==> src/verilog/mpsc_pkg.sv <==
// mode pin function and system control: shared constants
// assumes one 100 MHz clock; one wait state equals one clock
package mpsc_pkg;
   // register index on the plain register port
   localparam logic [3:0] REG_SYSCTL = 4'h0;
   localparam logic [3:0] REG_AWC = 4'h1;
   localparam logic [3:0] REG_BRC = 4'h2;
   localparam logic [3:0] REG_P1DIR = 4'h3;
   localparam logic [3:0] REG_P2DIR = 4'h4;
   localparam logic [3:0] REG_P5DIR = 4'h5;
   localparam logic [3:0] REG_STATUS = 4'h6;
   // system_control fields
   localparam int B_ARM = 7;
   localparam int B_WAIT_HI = 6;
   localparam int B_WAIT_LO = 4;
   localparam int B_UFS = 3;
   localparam int B_NMIEDGE = 2;
   localparam int B_HOLD = 1;
   localparam int B_RAM = 0;
   localparam logic [7:0] SYSCTL_RST = 8'h09;
   // bus_release_control: ones keep port a upper pins as general i/o, except the bit 4 pin, which stays address in modes 3 and 4
   localparam logic [7:0] BRC_RST = 8'hf0;
   localparam logic [7:0] AWC_ALL16 = 8'hff;
   localparam logic [7:0] AWC_ALL8 = 8'h00;
   localparam logic [7:0] BYTE_ALL = 8'hff;
   localparam logic [3:0] NIB_ALL = 4'hf;
   localparam logic [7:0] BYTE_NONE = 8'h00;
   localparam logic [3:0] NIB_NONE = 4'h0;
   // settle wait codes
   localparam logic [2:0] W_8K = 3'h0;
   localparam logic [2:0] W_16K = 3'h1;
   localparam logic [2:0] W_32K = 3'h2;
   localparam logic [2:0] W_64K = 3'h3;
   localparam logic [2:0] W_128K = 3'h4;
   localparam logic [2:0] W_256K = 3'h5;
   localparam logic [2:0] W_1K = 3'h6;
   localparam int CNT_W = 19;
   localparam int STATE_CLKS = 1;
   localparam int WAIT_1K_STATES = 1024;
   localparam logic [CNT_W-1:0] WAIT_1K_CYC = CNT_W'(WAIT_1K_STATES * STATE_CLKS);
   localparam logic [CNT_W-1:0] CNT_ONE = 19'h00001;
   localparam logic [CNT_W-1:0] CNT_ZERO = 19'h00000;
   // mode pin captures wait for the pin synchroniser to settle
   localparam logic [2:0] CAPTURE_CYC = 3'h5;
   // address space codes
   localparam logic [1:0] SPACE_64K = 2'h0;
   localparam logic [1:0] SPACE_1M = 2'h1;
   localparam logic [1:0] SPACE_16M = 2'h2;
   typedef enum logic [1:0] {
      MPSC_RUN = 2'b00,
      MPSC_STBY = 2'b01,
      MPSC_SETTLE = 2'b11
   } mpsc_state_t;
endpackage : mpsc_pkg

==> src/verilog/mpsc_top.sv <==
// mode dependent pin roles, bus width and system control register
// assumes mode pins static after reset; cpu gives sleep and wake pulses on clk
`timescale 1ns/1ps
module mpsc_top #(
   parameter int WAIT_8K_CYC = 8192,
   parameter int WAIT_16K_CYC = 16384,
   parameter int WAIT_32K_CYC = 32768,
   parameter int WAIT_64K_CYC = 65536,
   parameter int WAIT_128K_CYC = 131072,
   parameter int WAIT_256K_CYC = 262144
) (
   // clock and reset
   input wire logic clk,
   input wire logic reset_n,
   // register port
   input wire logic [3:0] reg_addr,
   input wire logic [7:0] reg_wdata,
   input wire logic reg_wr,
   input wire logic reg_rd,
   output logic [7:0] reg_rdata,
   // pins
   input wire logic [2:0] mode_pin,
   input wire logic nmi_pin,
   // cpu handshake
   input wire logic sleep_req,
   input wire logic wake_irq,
   output logic nmi_irq,
   output logic user_flag_mask,
   output logic ram_enable,
   output logic standby_active,
   output logic clock_settling,
   // pin roles
   output logic bus_16bit,
   output logic [1:0] addr_space,
   output logic [7:0] port1_addr_en,
   output logic [7:0] port2_addr_en,
   output logic [3:0] port5_addr_en,
   output logic [3:0] porta_addr_en,
   output logic port3_data_en,
   output logic port4_data_en,
   // standby bus drive
   output logic addr_drive_en,
   output logic strobe_drive_en,
   output logic strobe_force_high
);
   logic [3:0] pins_s;
   logic settle_done;
   logic [7:0] sysctl_r, sysctl_nxt, awc_r, awc_nxt, brc_r, brc_nxt;
   logic [7:0] p1dir_r, p1dir_nxt, p2dir_r, p2dir_nxt, p5dir_r, p5dir_nxt;
   logic [7:0] rdata_nxt;
   logic [2:0] mode_r, mode_nxt, cap_r, cap_nxt;
   logic nmi_prev_r;
   mpsc_pkg::mpsc_state_t st_r, st_nxt;
   logic settle_load;
   logic [mpsc_pkg::CNT_W-1:0] settle_val;
   logic nmi_irq_nxt, bus16_nxt, p3_nxt, p4_nxt, adr_nxt, stb_nxt, sfh_nxt;
   logic [1:0] space_nxt;
   logic [7:0] p1_nxt, p2_nxt;
   logic [3:0] p5_nxt, pa_nxt;

   function automatic logic [mpsc_pkg::CNT_W-1:0] wait_cycles(input logic [2:0] code);
      case (code)
         mpsc_pkg::W_8K: wait_cycles = mpsc_pkg::CNT_W'(WAIT_8K_CYC);
         mpsc_pkg::W_16K: wait_cycles = mpsc_pkg::CNT_W'(WAIT_16K_CYC);
         mpsc_pkg::W_32K: wait_cycles = mpsc_pkg::CNT_W'(WAIT_32K_CYC);
         mpsc_pkg::W_64K: wait_cycles = mpsc_pkg::CNT_W'(WAIT_64K_CYC);
         mpsc_pkg::W_128K: wait_cycles = mpsc_pkg::CNT_W'(WAIT_128K_CYC);
         mpsc_pkg::W_1K: wait_cycles = mpsc_pkg::WAIT_1K_CYC;
         default: wait_cycles = mpsc_pkg::CNT_W'(WAIT_256K_CYC);
      endcase
   endfunction : wait_cycles

   mpsc_sync #(.W(4)) u_sync (
      .clk(clk),
      .reset_n(reset_n),
      .pin({nmi_pin, mode_pin}),
      .value(pins_s)
   );

   mpsc_settle u_settle (
      .clk(clk),
      .reset_n(reset_n),
      .load(settle_load),
      .load_val(settle_val),
      .done(settle_done)
   );

   // registers and mode strap
   always_comb begin
      sysctl_nxt = sysctl_r;
      awc_nxt = awc_r;
      brc_nxt = brc_r;
      p1dir_nxt = p1dir_r;
      p2dir_nxt = p2dir_r;
      p5dir_nxt = p5dir_r;
      mode_nxt = mode_r;
      cap_nxt = cap_r;
      rdata_nxt = mpsc_pkg::BYTE_NONE;
      // strap caught after release, once the synchroniser has filled
      if (cap_r != mpsc_pkg::CAPTURE_CYC) begin
         cap_nxt = cap_r + 3'h1;
         if (cap_nxt == mpsc_pkg::CAPTURE_CYC) begin
            mode_nxt = pins_s[2:0];
            awc_nxt = (pins_s[2:0] == 3'h2 || pins_s[2:0] == 3'h4) ?
                      mpsc_pkg::AWC_ALL16 : mpsc_pkg::AWC_ALL8;
         end
      end
      if (reg_wr) begin
         case (reg_addr)
            mpsc_pkg::REG_SYSCTL: sysctl_nxt = reg_wdata;
            mpsc_pkg::REG_AWC: awc_nxt = reg_wdata;
            mpsc_pkg::REG_BRC: brc_nxt = reg_wdata;
            mpsc_pkg::REG_P1DIR: p1dir_nxt = reg_wdata;
            mpsc_pkg::REG_P2DIR: p2dir_nxt = reg_wdata;
            mpsc_pkg::REG_P5DIR: p5dir_nxt = {4'h0, reg_wdata[3:0]};
            default: ;
         endcase
      end
      if (reg_rd) begin
         case (reg_addr)
            mpsc_pkg::REG_SYSCTL: rdata_nxt = sysctl_r;
            mpsc_pkg::REG_AWC: rdata_nxt = awc_r;
            mpsc_pkg::REG_BRC: rdata_nxt = brc_r;
            mpsc_pkg::REG_P1DIR: rdata_nxt = p1dir_r;
            mpsc_pkg::REG_P2DIR: rdata_nxt = p2dir_r;
            mpsc_pkg::REG_P5DIR: rdata_nxt = p5dir_r;
            mpsc_pkg::REG_STATUS: rdata_nxt = {bus_16bit, st_r, mode_r, 2'h0};
            default: rdata_nxt = mpsc_pkg::BYTE_NONE;
         endcase
      end
   end

   always_ff @(posedge clk or negedge reset_n) begin
      if (!reset_n) begin
         sysctl_r <= mpsc_pkg::SYSCTL_RST;
         awc_r <= mpsc_pkg::AWC_ALL8;
         brc_r <= mpsc_pkg::BRC_RST;
         p1dir_r <= mpsc_pkg::BYTE_NONE;
         p2dir_r <= mpsc_pkg::BYTE_NONE;
         p5dir_r <= mpsc_pkg::BYTE_NONE;
         mode_r <= 3'h0;
         cap_r <= 3'h0;
         reg_rdata <= mpsc_pkg::BYTE_NONE;
      end else begin
         sysctl_r <= sysctl_nxt;
         awc_r <= awc_nxt;
         brc_r <= brc_nxt;
         p1dir_r <= p1dir_nxt;
         p2dir_r <= p2dir_nxt;
         p5dir_r <= p5dir_nxt;
         mode_r <= mode_nxt;
         cap_r <= cap_nxt;
         reg_rdata <= rdata_nxt;
      end
   end

   // standby sequencing; arm and ram bits are left alone here
   always_comb begin
      st_nxt = st_r;
      settle_load = 1'b0;
      settle_val = wait_cycles(sysctl_r[mpsc_pkg::B_WAIT_HI:mpsc_pkg::B_WAIT_LO]);
      case (st_r)
         mpsc_pkg::MPSC_RUN: begin
            if (sleep_req && sysctl_r[mpsc_pkg::B_ARM]) begin
               st_nxt = mpsc_pkg::MPSC_STBY;
            end
         end
         mpsc_pkg::MPSC_STBY: begin
            if (wake_irq) begin
               st_nxt = mpsc_pkg::MPSC_SETTLE;
               settle_load = 1'b1;
            end
         end
         mpsc_pkg::MPSC_SETTLE: begin
            if (settle_done) begin
               st_nxt = mpsc_pkg::MPSC_RUN;
            end
         end
         default: st_nxt = mpsc_pkg::MPSC_RUN;
      endcase
   end

   always_ff @(posedge clk or negedge reset_n) begin
      if (!reset_n) begin
         st_r <= mpsc_pkg::MPSC_RUN;
      end else begin
         st_r <= st_nxt;
      end
   end

   // pin roles, all registered so pads see no decode glitches
   always_comb begin
      nmi_irq_nxt = sysctl_r[mpsc_pkg::B_NMIEDGE] ? (pins_s[3] && !nmi_prev_r) :
                    (!pins_s[3] && nmi_prev_r);
      bus16_nxt = |awc_r;
      p1_nxt = mpsc_pkg::BYTE_NONE;
      p2_nxt = mpsc_pkg::BYTE_NONE;
      p5_nxt = mpsc_pkg::NIB_NONE;
      pa_nxt = mpsc_pkg::NIB_NONE;
      p3_nxt = 1'b0;
      p4_nxt = 1'b0;
      space_nxt = mpsc_pkg::SPACE_1M;
      case (mode_r)
         3'h1, 3'h2: begin
            p1_nxt = mpsc_pkg::BYTE_ALL;
            p2_nxt = mpsc_pkg::BYTE_ALL;
            p5_nxt = mpsc_pkg::NIB_ALL;
            p3_nxt = 1'b1;
            p4_nxt = bus16_nxt;
         end
         3'h3, 3'h4: begin
            p1_nxt = mpsc_pkg::BYTE_ALL;
            p2_nxt = mpsc_pkg::BYTE_ALL;
            p5_nxt = mpsc_pkg::NIB_ALL;
            pa_nxt = {~brc_r[7:5], 1'b1};
            p3_nxt = 1'b1;
            p4_nxt = bus16_nxt;
            space_nxt = mpsc_pkg::SPACE_16M;
         end
         3'h5: begin
            p1_nxt = p1dir_r;
            p2_nxt = p2dir_r;
            p5_nxt = p5dir_r[3:0];
            pa_nxt = ~brc_r[7:4];
            p3_nxt = 1'b1;
            p4_nxt = bus16_nxt;
            space_nxt = mpsc_pkg::SPACE_16M;
         end
         3'h6: space_nxt = mpsc_pkg::SPACE_64K;
         default: space_nxt = mpsc_pkg::SPACE_1M;
      endcase
      adr_nxt = 1'b1;
      stb_nxt = 1'b1;
      sfh_nxt = 1'b0;
      if (st_nxt != mpsc_pkg::MPSC_RUN) begin
         adr_nxt = sysctl_r[mpsc_pkg::B_HOLD];
         stb_nxt = sysctl_r[mpsc_pkg::B_HOLD];
         sfh_nxt = sysctl_r[mpsc_pkg::B_HOLD];
      end
   end

   always_ff @(posedge clk or negedge reset_n) begin
      if (!reset_n) begin
         nmi_prev_r <= 1'b0;
         nmi_irq <= 1'b0;
         user_flag_mask <= 1'b0;
         ram_enable <= 1'b1;
         standby_active <= 1'b0;
         clock_settling <= 1'b0;
         bus_16bit <= 1'b0;
         addr_space <= mpsc_pkg::SPACE_1M;
         port1_addr_en <= mpsc_pkg::BYTE_NONE;
         port2_addr_en <= mpsc_pkg::BYTE_NONE;
         port5_addr_en <= mpsc_pkg::NIB_NONE;
         porta_addr_en <= mpsc_pkg::NIB_NONE;
         port3_data_en <= 1'b0;
         port4_data_en <= 1'b0;
         addr_drive_en <= 1'b1;
         strobe_drive_en <= 1'b1;
         strobe_force_high <= 1'b0;
      end else begin
         nmi_prev_r <= pins_s[3];
         nmi_irq <= nmi_irq_nxt;
         user_flag_mask <= !sysctl_r[mpsc_pkg::B_UFS];
         ram_enable <= sysctl_r[mpsc_pkg::B_RAM];
         standby_active <= (st_nxt == mpsc_pkg::MPSC_STBY);
         clock_settling <= (st_nxt == mpsc_pkg::MPSC_SETTLE);
         bus_16bit <= bus16_nxt;
         addr_space <= space_nxt;
         port1_addr_en <= p1_nxt;
         port2_addr_en <= p2_nxt;
         port5_addr_en <= p5_nxt;
         porta_addr_en <= pa_nxt;
         port3_data_en <= p3_nxt;
         port4_data_en <= p4_nxt;
         addr_drive_en <= adr_nxt;
         strobe_drive_en <= stb_nxt;
         strobe_force_high <= sfh_nxt;
      end
   end

   // checks
   logic [mpsc_pkg::CNT_W-1:0] chk_cnt_r;
   logic [mpsc_pkg::CNT_W-1:0] chk_want_r;
   always_ff @(posedge clk or negedge reset_n) begin
      if (!reset_n) begin
         chk_cnt_r <= mpsc_pkg::CNT_ZERO;
         chk_want_r <= mpsc_pkg::CNT_ZERO;
      end else if (settle_load) begin
         chk_cnt_r <= mpsc_pkg::CNT_ZERO;
         chk_want_r <= settle_val;
      end else if (st_r == mpsc_pkg::MPSC_SETTLE) begin
         chk_cnt_r <= chk_cnt_r + mpsc_pkg::CNT_ONE;
      end
   end

   property p_arm_kept;
      @(posedge clk) disable iff (!reset_n)
      (st_r == mpsc_pkg::MPSC_SETTLE && settle_done && !reg_wr) |=> sysctl_r[mpsc_pkg::B_ARM];
   endproperty
   a_arm_kept: assert property (p_arm_kept) else $error("arm bit lost on exit");

   localparam logic [mpsc_pkg::CNT_W-1:0] CNT_ONE_L = mpsc_pkg::CNT_ONE;
   property p_settle_len;
      @(posedge clk) disable iff (!reset_n)
      (st_r == mpsc_pkg::MPSC_SETTLE && settle_done) |-> (chk_cnt_r + CNT_ONE_L == chk_want_r);
   endproperty
   a_settle_len: assert property (p_settle_len) else $error("settle length wrong");

   property p_user;
      @(posedge clk) disable iff (!reset_n)
      ##1 (user_flag_mask == !$past(sysctl_r[mpsc_pkg::B_UFS]));
   endproperty
   a_user: assert property (p_user) else $error("user flag role wrong");

   property p_nmi;
      @(posedge clk) disable iff (!reset_n)
      nmi_irq |-> ($past(pins_s[3], 1) == $past(sysctl_r[mpsc_pkg::B_NMIEDGE], 1)) &&
                  ($past(pins_s[3], 2) != $past(sysctl_r[mpsc_pkg::B_NMIEDGE], 1));
   endproperty
   a_nmi: assert property (p_nmi) else $error("nmi on wrong edge");

   property p_hold;
      @(posedge clk) disable iff (!reset_n)
      standby_active |-> (addr_drive_en == strobe_force_high) &&
                         (strobe_drive_en == $past(sysctl_r[mpsc_pkg::B_HOLD]));
   endproperty
   a_hold: assert property (p_hold) else $error("standby drive wrong");

   property p_ram;
      @(posedge clk) disable iff (!reset_n)
      (st_r != $past(st_r) && !$past(reg_wr)) |-> $stable(sysctl_r[mpsc_pkg::B_RAM]);
   endproperty
   a_ram: assert property (p_ram) else $error("ram enable moved by standby");

   property p_width;
      @(posedge clk) disable iff (!reset_n)
      (mode_r inside {3'h1, 3'h2, 3'h3, 3'h4, 3'h5}) |=> (port4_data_en == |$past(awc_r));
   endproperty
   a_width: assert property (p_width) else $error("bus width wrong");

   property p_addr12;
      @(posedge clk) disable iff (!reset_n)
      (mode_r == 3'h1 || mode_r == 3'h2) ##1 $stable(mode_r) |->
         (port1_addr_en == mpsc_pkg::BYTE_ALL) && (porta_addr_en == mpsc_pkg::NIB_NONE);
   endproperty
   a_addr12: assert property (p_addr12) else $error("modes 1 2 address roles");

   property p_addr34;
      @(posedge clk) disable iff (!reset_n)
      (mode_r == 3'h3 || mode_r == 3'h4) |=> porta_addr_en[0] &&
         (porta_addr_en[3:1] == ~$past(brc_r[7:5]));
   endproperty
   a_addr34: assert property (p_addr34) else $error("a20 to a23 roles wrong");

   property p_mode5;
      @(posedge clk) disable iff (!reset_n)
      (mode_r == 3'h5) |=> (port1_addr_en == $past(p1dir_r)) &&
         (porta_addr_en == ~$past(brc_r[7:4]));
   endproperty
   a_mode5: assert property (p_mode5) else $error("mode 5 roles wrong");

   property p_single;
      @(posedge clk) disable iff (!reset_n)
      (mode_r == 3'h6) |=> (port1_addr_en == mpsc_pkg::BYTE_NONE) && !port3_data_en &&
         (addr_space == mpsc_pkg::SPACE_64K);
   endproperty
   a_single: assert property (p_single) else $error("mode 6 roles wrong");

   c_standby: cover property (@(posedge clk) disable iff (!reset_n)
      st_r == mpsc_pkg::MPSC_STBY ##1 st_r == mpsc_pkg::MPSC_SETTLE);
   c_wake: cover property (@(posedge clk) disable iff (!reset_n)
      st_r == mpsc_pkg::MPSC_SETTLE && settle_done);
   c_nmi: cover property (@(posedge clk) disable iff (!reset_n) nmi_irq);
   c_bus16: cover property (@(posedge clk) disable iff (!reset_n) $rose(bus_16bit));
endmodule : mpsc_top

==> src/verilog/mpsc_sync.sv <==
// three-flop pin synchroniser with agreement filter
// assumes pins asynchronous to clk; output follows once stages two and three agree
`timescale 1ns/1ps
module mpsc_sync #(
   parameter int W = 4
) (
   // clock and reset
   input wire logic clk,
   input wire logic reset_n,
   // pins and filtered result
   input wire logic [W-1:0] pin,
   output logic [W-1:0] value
);
   logic [W-1:0] s1_r;
   logic [W-1:0] s2_r;
   logic [W-1:0] s3_r;
   logic [W-1:0] value_nxt;

   always_comb begin
      value_nxt = value;
      for (int i = 0; i < W; i++) begin
         if (s2_r[i] == s3_r[i]) begin
            value_nxt[i] = s3_r[i];
         end
      end
   end

   always_ff @(posedge clk or negedge reset_n) begin
      if (!reset_n) begin
         s1_r <= '0;
         s2_r <= '0;
         s3_r <= '0;
         value <= '0;
      end else begin
         s1_r <= pin;
         s2_r <= s1_r;
         s3_r <= s2_r;
         value <= value_nxt;
      end
   end
endmodule : mpsc_sync

==> src/verilog/mpsc_settle.sv <==
// oscillator settle down-counter
// assumes load is a single-cycle pulse; done pulses in the last counted cycle
`timescale 1ns/1ps
module mpsc_settle (
   // clock and reset
   input wire logic clk,
   input wire logic reset_n,
   // control
   input wire logic load,
   input wire logic [mpsc_pkg::CNT_W-1:0] load_val,
   output logic done
);
   logic [mpsc_pkg::CNT_W-1:0] cnt_r;
   logic [mpsc_pkg::CNT_W-1:0] cnt_nxt;

   always_comb begin
      cnt_nxt = cnt_r;
      if (load) begin
         cnt_nxt = load_val;
      end else if (cnt_r != mpsc_pkg::CNT_ZERO) begin
         cnt_nxt = cnt_r - mpsc_pkg::CNT_ONE;
      end
   end

   always_ff @(posedge clk or negedge reset_n) begin
      if (!reset_n) begin
         cnt_r <= mpsc_pkg::CNT_ZERO;
      end else begin
         cnt_r <= cnt_nxt;
      end
   end

   assign done = !load && (cnt_r == mpsc_pkg::CNT_ONE);
endmodule : mpsc_settle

==> config.mk <==
export PLATFORM = sky130hd
export DESIGN_NAME = mpsc_top
export DESIGN_NICKNAME = d
export VERILOG_FILES = /design/src/verilog/mpsc_pkg.sv /design/src/verilog/mpsc_top.sv /design/src/verilog/mpsc_sync.sv /design/src/verilog/mpsc_settle.sv
export SDC_FILE = /design/constraint.sdc
export NUM_CORES = 1
export LEC_CHECK = 0
export BUFFER_PORTS_ARGS = -buffer_cell sky130_fd_sc_hd__buf_2
export CORE_UTILIZATION = 55
export CTS_BUF_LIST = sky130_fd_sc_hd__clkbuf_8
export DETAILED_ROUTE_END_ITERATION = 6
export PLACE_DENSITY_LB_ADDON = 0.3
export SLEW_MARGIN = 15
export SYNTH_ARGS = -nofsm -noshare
export SYNTH_HDL_FRONTEND = slang
export SYNTH_HIERARCHICAL = 1
export SYNTH_SLANG_ARGS = --single-unit
==> constraint.sdc <==
create_clock -name clk -period 2.1 [get_ports clk]
set_input_delay 0.21 -clock clk [delete_from_list [all_inputs] [get_ports clk]]
set_output_delay 0.21 -clock clk [all_outputs]
set_load 0.02 [all_outputs]
==> key figures, run 1 <==
Layout
  • Finished Layout Cells: 735
  • Fillers: 816
  • Antenna diodes: 0
  • Final net count: 613
  • P&R area growth vs syn: 18.1%
  • Layout cells sized above 1: 31.9%
  • FF+latch area: 3310 um2
  • Footprint of the multi-input gates: 2380 um2

Setup path
  • R2R setup slack: 130 ps
  • Arrival time at the worst endpoint: 2290 ps
  • Worst Setup Start Kind: flip-flop
  • Path depth of the worst reg2reg path: 7
  • Crit path kind: flip-flop to flip-flop
  • Crit path capture type: flip-flop
  • CP max-delay cell: or4_1
  • R2R Path Start: u_settle/cnt_r[15]
  • CP cell instances: or4_1, or2_1, nor4_2, nand2_1, nand2_1, o21ai_0, and2_1
  • CP Data Required Time: 2420 ps
  • Worst-path fanout max: 6
  • Slowest stage delay, CP: 530 ps
  • FF-to-FF End: strobe_force_high
  • CP dominant cell by count: nand2_1

Logic synthesis
  • #FFs+latches synth: 132
  • Synth Warn #: 6
  • Post-synth top area cell: dfrtp_1
  • Post-synthesis cell count: 484
  • Prevailing post-synth register cell: dfrtp_1
  • Most frequent cell after synthesis: dfrtp_1
  • EDFF count, synth: 0
  • Top cell type's share of synthesized area: 53.0%
  • Sequential area share after synthesis: 57.1%
  • Ys async rst share: 100%
  • Avg Cell Area, Syn: 12.0 um2
  • Post-synthesis cell area: 5810 um2
  • Synth cell types: 64
  • Synth cell count leaders: 123 x dfrtp_1, 46 x mux2_2, 34 x nor2_1
  • Largest cells by area after synthesis: dfrtp_1 53%, mux2_2 8.9%, dfstp_2 4.1%

Power
  • Lkg Pwr: 3.09 nW
  • Sequential share of power: 49.6%
  • Clock power frac: 26.8%
  • Internal: 0.00479 W
  • Switching Fraction: 34.0%
  • Logic pwr share: 23.7%
  • NetSw: 0.00247 W
  • Worst vdd ir: 484 uV
  • PwrDens: 1060 nW/um2

Floorplan
  • Die footprint: 11000 um2
  • Die Ht: 105 um
  • Die W: 105 um
  • Initial Util: 56.5%
  • # IOs: 67
  • Core box area: 10300 um2
  • FP Rows: 37

Placed design
  • Pre-CTS setup slack: 92.8 ps
  • I/O Buffers: 66
  • Post-DP HPWL: 8640 um
  • GP Congestion: 0.941
  • Placed cells: 697

Routing
  • Via-to-Cell Ratio: 5.73
  • Total number of vias: 4215
  • DRT Wirelength: 12800 um
  • Initial DRC count: 191
  • Routed Antenna Nets: 0
  • DRC Markers: 0
  • WL per Instance: 17.4 um
  • First-pass detailed-route iteration total: 5

Global route
  • Initial antenna violation count: 0
  • All-layer global routing usage: 25.0%
  • Aggregate global routing overflow: 0
  • Number of global-route vias before repair: 4237
  • Largest net degree at the start of global routing: 48
  • First-pass GRT wire length: 21300 um

Clock network
  • CTS tree: yes
  • Clock slew at reported path FFs: 70 ps
  • Root buf cell: clkbuf_8
  • Cts bufs inserted: 17
  • CTS sink cnt: 132
  • Max Buffers Root-to-Sink: 2
  • Htree depth: 4
  • Clk_lat worst skew: 430 ps

Worst hold path
  • Hold endpoint: clock_settling
  • Worst Hold Class: input pin to flip-flop
  • Hold_sp: wake_irq
  • Hold depth: 3

Timing
  • Final setup violation count: 0
  • Crit path time final: 1970 ps
  • Slew margin rel.: 41.3%
  • RSZ-0062 raised after global routing: true
  • Final Hold Fails: 0
  • Clock skew: 14.6 ps
  • Fin. max-slew vios: 0
  • Worst setup margin: 134 ps
  • Fmax: 509 MHz
  • Worst-Margin Slew: 880 ps
  • Final Cycle Share: 93.6%
  • Hold Slack: 97.9 ps

Flow run
  • Max-Cap Viols: 0

Run status
  • Result of the run: finished clean
[worst max-delay path, delay by kind of cell (launching register included)]
family           cells  cell delay, ps
AO/OA/AOI/OAI        1             140
AND/OR/NAND/NOR      6            1290
flip-flops           1             430
[flip-flops by register name (all words and copies together), names as in the netlist, 8 cells and up]
name,flops
u_settle/cnt_r,19
awc_r,8
brc_r,8
p1dir_r,8
p2dir_r,8
port1_addr_en,8
port2_addr_en,8
reg_rdata,8
sysctl_r,8
[how the worst max path moves through the flow]
stage	from	to	slack [ps]	cells after the start
global placement	u_settle/cnt_r[14]	strobe_force_high	160	7
finish	u_settle/cnt_r[15]	strobe_force_high	130	7
detailed placement	u_settle/cnt_r[15]	strobe_force_high	90	7
global route	u_settle/cnt_r[0]	u_settle/cnt_r[10]	-10	7
floorplan	u_settle/cnt_r[14]	strobe_force_high	70	8
CTS	u_settle/cnt_r[15]	strobe_force_high	90	7
[layout by cell type (no fill, tap or decap), drive strengths merged, types with 12 or more instances in the layout]
cell type	Yosys	final
buf	15	88
nor2	36	36
nand2	28	28
a21o	23	23
dfrtp	123	123
inv	12	18
clkbuf	6	19
nor3	18	18
mux2	46	46
conb	1	12
a21oi	19	19
[through the flow]
step | setup TNS (ps) | instance area (um2) | util, % | power [W]
global route | -19.8 | 6850 | 66.7 | 0.00767
global placement | 0 | 6410 | 62.4 | 0.00523
CTS | 0 | 6820 | 66.4 | 0.00727
finish | 0 | 6850 | 66.7 | 0.00726
detailed placement | 0 | 6410 | 62.4 | 0.00532
floorplan | 0 | 5850 | - | 0.00469
[what timing repair did]
item,CTS,global route
hold buffers,5,0
hold endpoints to repair,42,0
endpoints found under the setup margin,0,13
resized for setup,0,2
setup buffers,0,1
[final cells by class]
| class | count | area share (%) |
|---|---|---|
| inverter | 12 | 0.657 |
| tap | 136 | 2.48 |
| timing repair buffer | 93 | 8.54 |
| multi-input combinational | 330 | 34.7 |
| clock inverter | 13 | 1.48 |
| sequential | 132 | 48.4 |
| clock buffer | 19 | 3.82 |
[cells by family (layout without fill, tap and decap cells)]
kind of cell | after synthesis | count (layout) | synth area share [%]
DFF | 132 | 132 | 57.1
buffers and inverters | 33 | 137 | 2.91
muxes | 57 | 57 | 10.8
xor gates and xnor gates | 7 | 7 | 1.06
and+or+nand+nor | 149 | 149 | 14.9
other | 1 | 12 | 0.0646
adders and majority gates | 9 | 9 | 1.85
AOI/OAI and AO/OA | 96 | 96 | 11.3
[layer usage]
layer  track usage (%)  up-vias  share of wire, %
li1                  -     1946                 -
met5                 0        -                 0
met2              39.1      128                48
met4              9.36        0               1.4
met3              4.93       22               4.6
met1              34.9     2119                46
[power by group through the flow]
stage          Clock (W)  Combinational (W)  Sequential [W]
2_1_floorplan          0            0.00102         0.00367
3_3_place_gp           0            0.00164         0.00359
3_5_place_dp           0            0.00169         0.00363
4_1_cts          0.00197            0.00171         0.00359
5_1_grt          0.00209            0.00190         0.00368
6_report         0.00194            0.00172         0.00360
(Power assumes the default switching activity.)
==> inputs of run 2 (changes only) <==
- CORE_UTILIZATION: 55 -> 54
- GPL_ROUTABILITY_DRIVEN: default -> 0
- SYNTH_HIERARCHICAL: 1 -> default
==> key figures, run 2 <==
Layout
  • FF+latch area: 3310 um2
  • Final net count: 574
  • P&R area growth vs syn: 17.5%
  • Fillers: 755
  • Post-Route Utilization: 66.6%
  • Largest reg by FF count: u_settle.cnt_r
  • Layout cells sized above 1: 32.9%
  • Footprint of the multi-input gates: 2200 um2
  • Leading cell type in the layout, fill and taps excluded: dfrtp_1
  • Commonest non-fill, non-tap cells in the layout: 123 x dfrtp_1, 65 x buf_2, 45 x mux2_2
  • Antenna diodes: 0
  • Max FFs per register: 19

Routing
  • DRC Markers: 0
  • WL per Instance: 17.4 um
  • Total number of vias: 3968
  • First-pass detailed-route iteration total: 7
  • DRT Wirelength: 12000 um
  • Via-to-Cell Ratio: 5.73
  • Initial DRC count: 209
  • Routed Antenna Nets: 0

Logic synthesis
  • EDFF count, synth: 0
  • Post-synthesis net count: 490
  • Prevailing post-synth register cell: dfrtp_1
  • Most frequent cell after synthesis: dfrtp_1
  • Post-synthesis cell count: 462
  • Largest cells by area after synthesis: dfrtp_1 55%, mux2_2 9.0%, dfstp_2 4.2%
  • Synth cell count leaders: 123 x dfrtp_1, 45 x mux2_2, 42 x nor2_1
  • Avg Cell Area, Syn: 12.2 um2
  • Sequential area share after synthesis: 58.7%
  • Post-synthesis cell area: 5640 um2
  • Top cell type's share of synthesized area: 54.5%
  • Ys async rst share: 100%
  • Synth Warn #: 0
  • #FFs+latches synth: 132
  • Synth cell types: 62
  • Post-synth top area cell: dfrtp_1

Global route
  • First-pass GRT wire length: 20000 um
  • Met2 Use GR: 37.8%
  • Largest net degree at the start of global routing: 52
  • Met1 Use GR: 32.6%
  • Most Used Layer, Global Route: met2
  • Met3 Use GR: 6.52%
  • All-layer global routing usage: 24.1%
  • Initial antenna violation count: 0
  • Aggregate global routing overflow: 0
  • Number of global-route vias before repair: 3962

Worst hold path
  • Worst Hold Class: input pin to flip-flop
  • Hold depth: 2

Setup path
  • Worst-path fanout max: 7
  • CP Data Required Time: 2410 ps
  • Crit path kind: flip-flop to flip-flop
  • Worst Setup Start Kind: flip-flop
  • Path depth of the worst reg2reg path: 5
  • Arrival time at the worst endpoint: 2230 ps
  • Crit path capture type: flip-flop

Clock network
  • CTS sink cnt: 132
  • Max Buffers Root-to-Sink: 2
  • Clock slew at reported path FFs: 70 ps
  • Cts bufs inserted: 17
  • Htree depth: 4
  • CTS tree: yes
  • Clk_lat worst skew: 440 ps
  • Root buf cell: clkbuf_8

Placed design
  • Post-DP HPWL: 8090 um
  • I/O Buffers: 66

Power
  • Lkg Pwr: 3.09 nW
  • PwrDens: 1160 nW/um2
  • Worst vdd ir: 581 uV
  • Total design power: 0.00766 W

Floorplan
  • Die W: 104 um
  • Core box area: 9950 um2
  • Initial Util: 56.7%
  • # IOs: 67
  • Die footprint: 10900 um2
  • FP Rows: 36
  • Die Ht: 104 um

Timing
  • Fmax: 521 MHz
  • Crit path time final: 1920 ps
  • RSZ-0062 raised after global routing: false
  • Final Cycle Share: 91.3%
  • Slew margin rel.: 65.6%
  • Final setup violation count: 0
  • Worst-Margin Slew: 515 ps
  • Fin. max-slew vios: 0
  • Final Hold Fails: 0
  • Clock skew: 10.5 ps
  • Post-Route Setup TNS: 0 ps

Flow run
  • Max-Cap Viols: 0

Run status
  • Result of the run: finished clean
[run 2: changes by cell type in the layout (fill, tap and decap cells not counted), sizes merged, moves of 7 or more]
cell / change
conb: -12
nor2: +7
buf: -7
inv: -7
[run 2: path summary, 6_finish.rpt]
path	startpoint	endpoint	slack, ps
max in group asynchronous	reset_n	ram_enable	1140
worst max-delay path	u_settle.cnt_r[14]	u_settle.cnt_r[13]	180
worst min-delay path	wake_irq	st_r[1]	50
worst max register to register	u_settle.cnt_r[14]	u_settle.cnt_r[13]	180
worst min register to register	u_sync.s1_r[0]	u_sync.s2_r[0]	350
min in group asynchronous	reset_n	u_settle.cnt_r[4]	280
[run 2: per-stage QoR]
stage	hold slack [ps]	area (um2)	cells	setup WS (ps)
CTS	24.7	6630	692	174
finish	51.7	6630	692	182
detailed placement	213	6180	655	202
global route	21.1	6630	692	30.6
floorplan	-85.6	5640	462	363
global placement	201	6180	655	269
[run 2: power by group]
part | internal [W] | switching (W)
Combinational | 0.000868 | 0.00102
Sequential | 0.00311 | 0.000524
Clock | 0.00116 | 0.000982
[run 2: critical path, cell delays in order, from the launching register on]
cell and delay [ps]:
dfrtp_1 460, nor4_1 480, nand4_2 220, nand2b_1 350, nand2_4 180, o21ai_0 110
[run 2: cell families (layout without fill, tap and decap cells)]
group | count (synthesis) | after routing | synth area share [%]
simple gates | 141 | 141 | 14.1
flops | 132 | 132 | 58.7
compound gates | 83 | 83 | 10.1
mux | 51 | 51 | 10.0
buf+inv | 29 | 126 | 2.53
xor+xnor | 16 | 16 | 2.48
fa+ha+maj | 10 | 10 | 2.04
[run 2: area by class of cell]
type	count	share of cell area, %
Inverter	8	0.453
Sequential cell	132	50.0
Timing Repair Buffer	86	7.85
Clock inverter	15	2.55
Clock buffer	17	3.53
Tap cell	133	2.51
Multi-Input combinational cell	301	33.1
[run 2: per-layer routing]
layer / up-vias / wire [um]
li1: 1811 / -
met1: 1999 / 5410
met2: 140 / 5800
met3: 18 / 702
met4: 0 / 140
met5: - / 0
[run 2: what timing repair did]
| action | CTS | global route |
|---|---|---|
| setup buffers | 0 | 0 |
| endpoints found under the setup margin | 0 | 1 |
| resized for setup | 0 | 1 |
| hold endpoints to repair | 31 | 0 |
| hold buffers | 5 | 0 |
